--- config.mk ---
export PLATFORM = sky130hd
export DESIGN_NAME = iso_rx_context_match_filter
export DESIGN_NICKNAME = d
export VERILOG_FILES = /design/src/include/iso_rx_pkg.sv /design/src/iso_rx_context_match_filter.sv
export SDC_FILE = /design/constraint.sdc
export NUM_CORES = 1
export LEC_CHECK = 0
export ABC_AREA = 1
export ABC_CLOCK_PERIOD_IN_PS = 4600
export BUFFER_PORTS_ARGS = -buffer_cell sky130_fd_sc_hd__buf_2
export CORE_MARGIN = 2
export CORE_UTILIZATION = 38
export CTS_CLUSTER_SIZE = 10
export DETAILED_ROUTE_END_ITERATION = 10
export PLACE_DENSITY = 0.63
export RECOVER_POWER = 100
export SETUP_SLACK_MARGIN = 0.5
export SLEW_MARGIN = 15
export SYNTH_ARGS = -nofsm -noshare
export SYNTH_HDL_FRONTEND = slang
export SYNTH_SLANG_ARGS = --single-unit
export TNS_END_PERCENT = 10
--- constraint.sdc ---
create_clock -name clk_sys -period 4.6 [get_ports clk_sys]
set_input_delay 0.23 -clock clk_sys [delete_from_list [all_inputs] [get_ports clk_sys]]
set_output_delay 0.23 -clock clk_sys [all_outputs]
set_load 0.02 [all_outputs]
--- src/include/iso_rx_pkg.sv ---
// shared constants and types for the isochronous receive context filter
package iso_rx_pkg;

	localparam int NUM_CTX = 4;
	localparam int ADDR_W = 16;

	// byte addresses of context 0; context n adds n times the stride
	localparam logic [15:0] CTX_STRIDE = 16'h0020;
	localparam logic [15:0] CTX_SEL_MASK = 16'h0060;
	localparam int CTX_SEL_LSB = 5;
	localparam logic [15:0] OFF_CONTROL = 16'h0400;
	localparam logic [15:0] OFF_DESC_START = 16'h040C;
	localparam logic [15:0] OFF_MATCH = 16'h410C;

	// control register fields
	localparam int CTL_START_ON_CYCLE = 29;
	localparam int CTL_RUN = 15;
	localparam int CTL_ACTIVE = 10;

	// match register fields
	localparam int MF_TAG_11 = 31;
	localparam int MF_TAG_10 = 30;
	localparam int MF_TAG_01 = 29;
	localparam int MF_TAG_00 = 28;
	localparam int MF_START_HI = 26;
	localparam int MF_START_LO = 12;
	localparam int MF_SYNC_HI = 11;
	localparam int MF_SYNC_LO = 8;
	localparam int MF_SYNC_RESTRICT = 6;
	localparam int MF_CHAN_HI = 5;
	localparam int MF_CHAN_LO = 0;
	// bits 27 and 7 are reserved and read as zero
	localparam logic [31:0] MATCH_WRITE_MASK = 32'hF7FF_FF7F;

	// values after reset
	localparam logic [31:0] MATCH_RESET = 32'h0000_0000;
	localparam logic [31:0] DESC_START_RESET = 32'h0000_0000;

	typedef enum logic [1:0] {
		REG_NONE,
		REG_CONTROL,
		REG_DESC_START,
		REG_MATCH
	} reg_kind_t;

	typedef struct packed {
		reg_kind_t kind;
		logic [1:0] ctx;
	} reg_sel_t;

	// one received isochronous packet header, valid for one cycle
	typedef struct packed {
		logic valid;
		logic [5:0] channel;
		logic [1:0] tag;
		logic [3:0] sync;
	} iso_pkt_t;

	// cycle timer value
	typedef struct packed {
		logic [6:0] timerSecondsCount;
		logic [12:0] timerCycleIndex;
	} cycle_timer_t;

	// descriptor engine loads the first descriptor address of a context
	typedef struct packed {
		logic load;
		logic [1:0] ctx;
		logic [31:0] addr;
	} desc_load_t;

endpackage

--- src/iso_rx_context_match_filter.sv ---
// isochronous receive context start pointer and packet acceptance filter
`timescale 1ns/1ns
// What this block does
// (RULE1) each context shows a read-only first-descriptor address used on run
// (RULE2) four contexts, registers repeat every 32 bytes from base offsets
// (RULE3) tag enables in bits 31..28 accept tags 11b,10b,01b,00b, any mix
// (RULE4) match register bits 27 and 7 always read zero
// (RULE5) start-cycle field bits 26..12: two low seconds bits, 13-bit cycle
// (RULE6) with start-on-cycle enabled, accept only after timer equals field
// (RULE7) sync bits 11..8 compared to packet sync while descriptor waits 11b
// (RULE8) restrict on, tag01 enabled: tag01 needs top two sync bits 00b
// (RULE9) restrict off: acceptance by tag enables only
// (RULE10) channel field bits 5..0 selects the one accepted channel
// (RULE11) run set and cleared by software; device clears it only on reset
// (RULE12) active status shown while the context processes descriptors
// (RULE13) packets with other channel or disabled tag are discarded
module iso_rx_context_match_filter (
	input wire logic clk_sys,
	input wire logic rst_b,
	input wire logic softReset,
	input wire logic psel,
	input wire logic penable,
	input wire logic pwrite,
	input wire logic [iso_rx_pkg::ADDR_W-1:0] paddr,
	input wire logic [31:0] pwdata,
	output logic [31:0] prdata,
	output logic pready,
	output logic pslverr,
	input wire iso_rx_pkg::iso_pkt_t rxPacket,
	input wire iso_rx_pkg::cycle_timer_t cycleTimer,
	input wire iso_rx_pkg::desc_load_t descLoad,
	input wire logic [iso_rx_pkg::NUM_CTX-1:0] waitSync,
	output logic [iso_rx_pkg::NUM_CTX-1:0] packetAccept,
	output logic [iso_rx_pkg::NUM_CTX-1:0] contextRun,
	output logic [iso_rx_pkg::NUM_CTX-1:0] contextActive
);
	import iso_rx_pkg::*;

	// address decode, shared by the read path and the write path
	function automatic reg_sel_t decodeAddr(input logic [ADDR_W-1:0] a);
		reg_sel_t s;
		logic [15:0] base;
		s.ctx = a[CTX_SEL_LSB+1:CTX_SEL_LSB];
		base = a & ~CTX_SEL_MASK;
		if (base == OFF_CONTROL) begin
			s.kind = REG_CONTROL;
		end else if (base == OFF_DESC_START) begin
			s.kind = REG_DESC_START;
		end else if (base == OFF_MATCH) begin
			s.kind = REG_MATCH;
		end else begin
			s.kind = REG_NONE;
		end
		return s;
	endfunction

	logic [31:0] matchReg [NUM_CTX];
	logic [31:0] descStart [NUM_CTX];
	logic [NUM_CTX-1:0] runBit;
	logic [NUM_CTX-1:0] startOnCycle;
	logic [NUM_CTX-1:0] started;
	logic [NUM_CTX-1:0] timerHit;
	logic [NUM_CTX-1:0] next_accept;
	logic resetNow;
	reg_sel_t setupSel;
	reg_sel_t accessSel;
	logic writeNow;
	logic [31:0] readValue;

	assign resetNow = !rst_b || softReset;
	assign setupSel = decodeAddr(paddr);
	assign accessSel = setupSel;
	// the write lands on the access cycle in which pready is high
	assign writeNow = psel && penable && pready && pwrite;

	// apb: no wait state; pready and prdata come from flops set in the setup cycle
	always_ff @(posedge clk_sys) begin
		if (!rst_b) begin
			pready <= 1'b0;
		end else begin
			pready <= psel && !pready;
		end
	end

	always_ff @(posedge clk_sys) begin
		if (!rst_b) begin
			pslverr <= 1'b0;
		end else begin
			pslverr <= psel && !pready && setupSel.kind == REG_NONE;
		end
	end

	always_comb begin
		readValue = 32'h0000_0000;
		unique case (setupSel.kind)
			REG_CONTROL: begin
				readValue[CTL_START_ON_CYCLE] = startOnCycle[setupSel.ctx];
				readValue[CTL_RUN] = runBit[setupSel.ctx];
				readValue[CTL_ACTIVE] = contextActive[setupSel.ctx];
			end
			REG_DESC_START: begin
				readValue = descStart[setupSel.ctx]; // [RULE1]
			end
			REG_MATCH: begin
				readValue = matchReg[setupSel.ctx] & MATCH_WRITE_MASK; // [RULE4]
			end
			REG_NONE: begin
				readValue = 32'h0000_0000;
			end
		endcase
	end

	always_ff @(posedge clk_sys) begin
		if (!rst_b) begin
			prdata <= 32'h0000_0000;
		end else if (psel && !pready && !pwrite) begin
			prdata <= readValue;
		end else if (!psel) begin
			prdata <= 32'h0000_0000;
		end
	end

	genvar n;
	generate
		for (n = 0; n < NUM_CTX; n++) begin : g_ctx
			logic hitCtx;
			logic tagOk;
			logic chanOk;
			logic syncOk;
			logic [MF_START_HI-MF_START_LO:0] startField;

			assign hitCtx = writeNow && accessSel.ctx == 2'(n); // [RULE2]

			// match register: software owned, reserved bits never stored
			always_ff @(posedge clk_sys) begin
				if (!rst_b) begin
					matchReg[n] <= MATCH_RESET;
				end else if (hitCtx && accessSel.kind == REG_MATCH) begin
					matchReg[n] <= pwdata & MATCH_WRITE_MASK; // [RULE4]
				end
			end

			// first descriptor address, loaded by the descriptor engine only
			always_ff @(posedge clk_sys) begin
				if (!rst_b) begin
					descStart[n] <= DESC_START_RESET;
				end else if (descLoad.load && descLoad.ctx == 2'(n)) begin
					descStart[n] <= descLoad.addr; // [RULE1]
				end
			end

			// run changes only by software write or by a reset
			always_ff @(posedge clk_sys) begin
				if (resetNow) begin
					runBit[n] <= 1'b0; // [RULE11]
				end else if (hitCtx && accessSel.kind == REG_CONTROL) begin
					runBit[n] <= pwdata[CTL_RUN]; // [RULE11]
				end
			end

			assign startField = matchReg[n][MF_START_HI:MF_START_LO];
			assign timerHit[n] = startField == // [RULE5]
				{cycleTimer.timerSecondsCount[1:0],
				cycleTimer.timerCycleIndex}; // [RULE6]

			// start-on-cycle enable drops once the start cycle is reached while run is set;
			// a software write in the same cycle wins over that clear
			always_ff @(posedge clk_sys) begin
				if (resetNow) begin
					startOnCycle[n] <= 1'b0;
				end else if (hitCtx && accessSel.kind == REG_CONTROL) begin
					startOnCycle[n] <= pwdata[CTL_START_ON_CYCLE];
				end else if (runBit[n] && timerHit[n]) begin
					startOnCycle[n] <= 1'b0; // [RULE6]
				end
			end

			// a running context starts at once, or at its start cycle
			always_ff @(posedge clk_sys) begin
				if (resetNow || !runBit[n]) begin
					started[n] <= 1'b0;
				end else if (!startOnCycle[n] || timerHit[n]) begin
					started[n] <= 1'b1; // [RULE6]
				end
			end

			always_ff @(posedge clk_sys) begin
				if (resetNow) begin
					contextActive[n] <= 1'b0;
				end else begin
					contextActive[n] <= runBit[n] && started[n]; // [RULE12]
				end
			end

			always_comb begin
				unique case (rxPacket.tag)
					2'b11: tagOk = matchReg[n][MF_TAG_11]; // [RULE3]
					2'b10: tagOk = matchReg[n][MF_TAG_10]; // [RULE3]
					2'b01: begin
						// restriction applies only to tag 01b
						tagOk = matchReg[n][MF_TAG_01] && // [RULE3]
							(!matchReg[n][MF_SYNC_RESTRICT] || // [RULE9]
							rxPacket.sync[3:2] == 2'b00); // [RULE8]
					end
					2'b00: tagOk = matchReg[n][MF_TAG_00]; // [RULE3]
				endcase
			end

			assign chanOk = rxPacket.channel ==
				matchReg[n][MF_CHAN_HI:MF_CHAN_LO]; // [RULE10]
			// while the descriptor waits for sync, other sync values are
			// dropped so capture starts on the intended packet
			assign syncOk = !waitSync[n] ||
				rxPacket.sync == matchReg[n][MF_SYNC_HI:MF_SYNC_LO]; // [RULE7]
			assign next_accept[n] = rxPacket.valid && contextActive[n] &&
				chanOk && tagOk && syncOk; // [RULE13]
		end
	endgenerate

	always_ff @(posedge clk_sys) begin
		if (resetNow) begin
			packetAccept <= '0;
		end else begin
			packetAccept <= next_accept; // [RULE13]
		end
	end

	always_ff @(posedge clk_sys) begin
		if (resetNow) begin
			contextRun <= '0;
		end else begin
			contextRun <= runBit;
		end
	end

endmodule

==> metrics.md <==
| Metric | Value |
|---|---|
| Final wirelength | `44.0 mm` |
| Post-synth top cells | `456 x nand2_1, 318 x nor2_1, 248 x edfxtp_1` |
| Setup TNS | `0 ns` |
| Min-delay src | `waitSync[0]` |
| Seq/Total Area, Yosys | `59.7%` |
| Gate power share | `7.9%` |
| Status | `complete, but fails checks` |
| Failing checks | `capacitance limit, slew limit` |
| Overflow after GRT | `0` |
| EDFF count, synth | `248` |
| Post-CTS Resized | `0` |
| Seq cells post-synth | `306` |
| Detailed Place HPWL | `29.1 mm` |
| Cell row count | `71` |
| Worst-path clk slew | `0.05 ns` |
| Relative slew slack | `-59.3%` |
| Synth area leader | `edfxtp_1` |
| Non-filler cells, final | `2283` |
| CTS sink count | `306` |
| Bufs on Longest Clock Path | `3` |
| Slew Limit Fails | `554` |
| Critical-path cell list | `buf_2, nand2_1, inv_2, clkbuf_1, nand2_1, nand4_1, nand2_1, nand2_1, nand2_1, a21oi_1` |
| Most common cell in the synthesized netlist | `nand2_1` |
| Die width | `199 um` |
| Final core utilization | `44.4%` |
| Detailed Route Iter0 Violations | `1027` |
| Net Count, Synth | `1735` |
| WL/cell | `19.3 um` |
| Initial antenna violation count | `6` |
| Synth Flop Type | `edfxtp_1` |
| Flop2flop setup slack | `1.26 ns` |
| Clk_skew | `0.0181 ns` |
| PD cells | `377 mW/mm2` |
| Inserted Clock Buffers | `37` |
| CTS tree | `done` |
| Syn Area/Cell | `8.97 um2` |
| Vias per inst | `5.06` |
| Post-synth top area share | `51.6%` |
| Post-route ant nets | `0` |
| Internal power | `4.78 mW` |
| Net Sw Frac | `23.8%` |
| Clock root buffer | `clkbuf_16` |
| Global-route usage over all layers | `22.2%` |
| Largest net degree at the start of global routing | `45` |
| Number of global-route vias before repair | `11.3k` |
| Placed cell count | `2214` |
| H-Tree Depth | `2` |
| Setup violators final | `0` |
| Worst slew pin tran | `2.39 ns` |
| Port buffer count | `164` |
| Post-CTS Setup Inserts | `0` |
| Hold Path Class | `primary input to flop` |
| Min cycle time layout | `3.42 ns` |
| Reg-to-reg critical path startpoint | `pready` |
| Hold Fails Final Rpt | `0` |
| Worst-skew pair later-pin latency | `0.53 ns` |
| CP Launch Type | `primary input` |
| Max-Cap Viols | `17` |
| Starting Density | `38.5%` |
| Die height | `199 um` |
| Crit path top cell by count | `nand2_1` |
| Routability Congestion | `0.860` |
| Die footprint | `0.0395 mm2` |
| DRC Markers | `0` |
| Critical path fanouts, max | `41` |
| Switch Pwr | `1.49 mW` |
| Worst Hold Path EP | `packetAccept[0]` |
| Clock share of power | `41.6%` |
| Met3 Usage GRT | `4.07%` |
| Fin nets | `1871` |
| CP max-delay cell | `clkbuf_1` |
| Async set-reset flop share out of synthesis | `0%` |
| Leak | `6.59 nW` |
| Layout cell share with drive strength beyond 1 | `9.72%` |
| Required @ worst endpoint | `5.02 ns` |
| Critical path class | `primary input to flop` |
| Cells after Synth | `1609` |
| Hold Crit Depth | `3` |
| Crit path capture type | `flop` |
| Fmax | `292 MHz` |
| Ys Warns | `0` |
| Synth area leaders | `edfxtp_1 52%, nand2_1 12%, nor2_1 8.3%` |
| Busiest grt layer | `met2` |
| Worst Reg2Reg Path Length in Cells | `5` |
| Final period utilization | `74.4%` |
| Yosys cell types | `28` |
| Global Route met1 Usage | `28.3%` |
| Worst vdd ir | `0.263 mV` |
| Reg-to-reg endpoint | `matchReg[3][22]` |
| Area added between synthesis and finish | `15.4%` |
| Sequential share of power | `50.5%` |
| Syn Std Cell Area | `0.0144 mm2` |
| Hold buffer count at cts | `3` |
| CORE AREA | `0.0375 mm2` |
| Via count | `11.5k` |
| GR Util met2 | `35.8%` |
| Drt first pass iters | `5` |
| Crit path DAT | `3.84 ns` |
| Worst path max stage delay | `1.74 ns` |
| Unrepaired setup endpoints after global routing | `no` |
| First-pass GRT wire length | `65.0 mm` |
| I/O pin count | `172` |
-- worst max-delay path, delay by kind of cell --
kind	cells	cell delay [ns]
AOI/OAI and AO/OA	1	0.20
buffers and inverters	3	2.45
and+or+nand+nor	6	0.92
-- kinds of logic (layout without fill, tap and decap cells) --
family / count (synthesis) / after routing / share of synthesized area, %
flops: 306 / 306 / 59.7
compound gates: 90 / 90 / 3.50
buf+inv: 204 / 364 / 5.59
xor+xnor: 85 / 85 / 5.16
other cells: 0 / 3 / 0
simple gates: 924 / 924 / 26.1
-- worst max-delay path by stage --
stage / startpoint / end / slack [ns] / cells past startpoint
floorplan: pready / matchReg[0][0] / 1.02 / 4
CTS: rst_b / started[0] / 1.99 / 6
global placement: rst_b / started[0] / 1.48 / 6
global route: paddr[0] / matchReg[3][22] / 0.94 / 9
detailed placement: rst_b / started[0] / 1.44 / 6
finish: paddr[5] / prdata[22] / 1.18 / 10
-- cell usage in the layout, fill, tap and decap left out, types with 4 or more instances in the layout --
master       n
a21boi_0     4
a21oi_1     38
a22o_1       7
buf_2      116
buf_4        6
clkbuf_1    81
clkbuf_16   37
dfxtp_1     58
edfxtp_1   248
inv_1      111
nand2_1    456
nand3_1     55
nand4_1     77
nor2_1     317
nor3_1      11
o21ai_0     24
o21ai_1      7
o22ai_1      6
xnor2_1     79
xor2_1       6
-- power groups by stage --
stage	Sequential [mW]	Clock, mW	Combinational (mW)
floorplan	3.21	0	0.294
global route	3.18	2.73	0.538
detailed placement	3.22	0	0.493
CTS	3.16	2.63	0.498
global placement	3.21	0	0.486
finish	3.17	2.61	0.493
-- per-layer routing --
| layer | vias up | wire (um) |
|---|---|---|
| li1 | 5521 | - |
| met1 | 5438 | 17900 |
| met2 | 462 | 20200 |
| met3 | 115 | 3510 |
| met4 | 6 | 2320 |
| met5 | - | 40 |
-- metrics by stage --
step           power, mW  worst slack [ns]  hold slack, ns  instance area (um2)
2_1_floorplan       3.50              1.02           0.318                14400
3_3_place_gp        3.70              1.48           0.409                15700
3_5_place_dp        3.71              1.44           0.414                15700
4_1_cts             6.29              1.99          0.0113                16800
5_1_grt             6.45             0.935          0.0148                16600
6_report            6.27              1.18          0.0287                16600
-- state kept, by name (all words and copies together) (netlist names) --
name,cells
matchReg,120
startOnCycle,4
started,4
descStart,128
pready,1
pslverr,1
contextRun,4
prdata,32
packetAccept,4
runBit,4
contextActive,4
-- area by class of cell --
class	instances	area, um2
clock buffers	58	1010
fillers	3707	20800
well taps	511	639
inverters	115	432
diodes	3	7.51
multi-input cells	1099	5030
clock inverters	5	31.3
flip-flops and latches	306	8610
repair buffers	186	885
No activity file was read; power rests on OpenSTA's default activity.
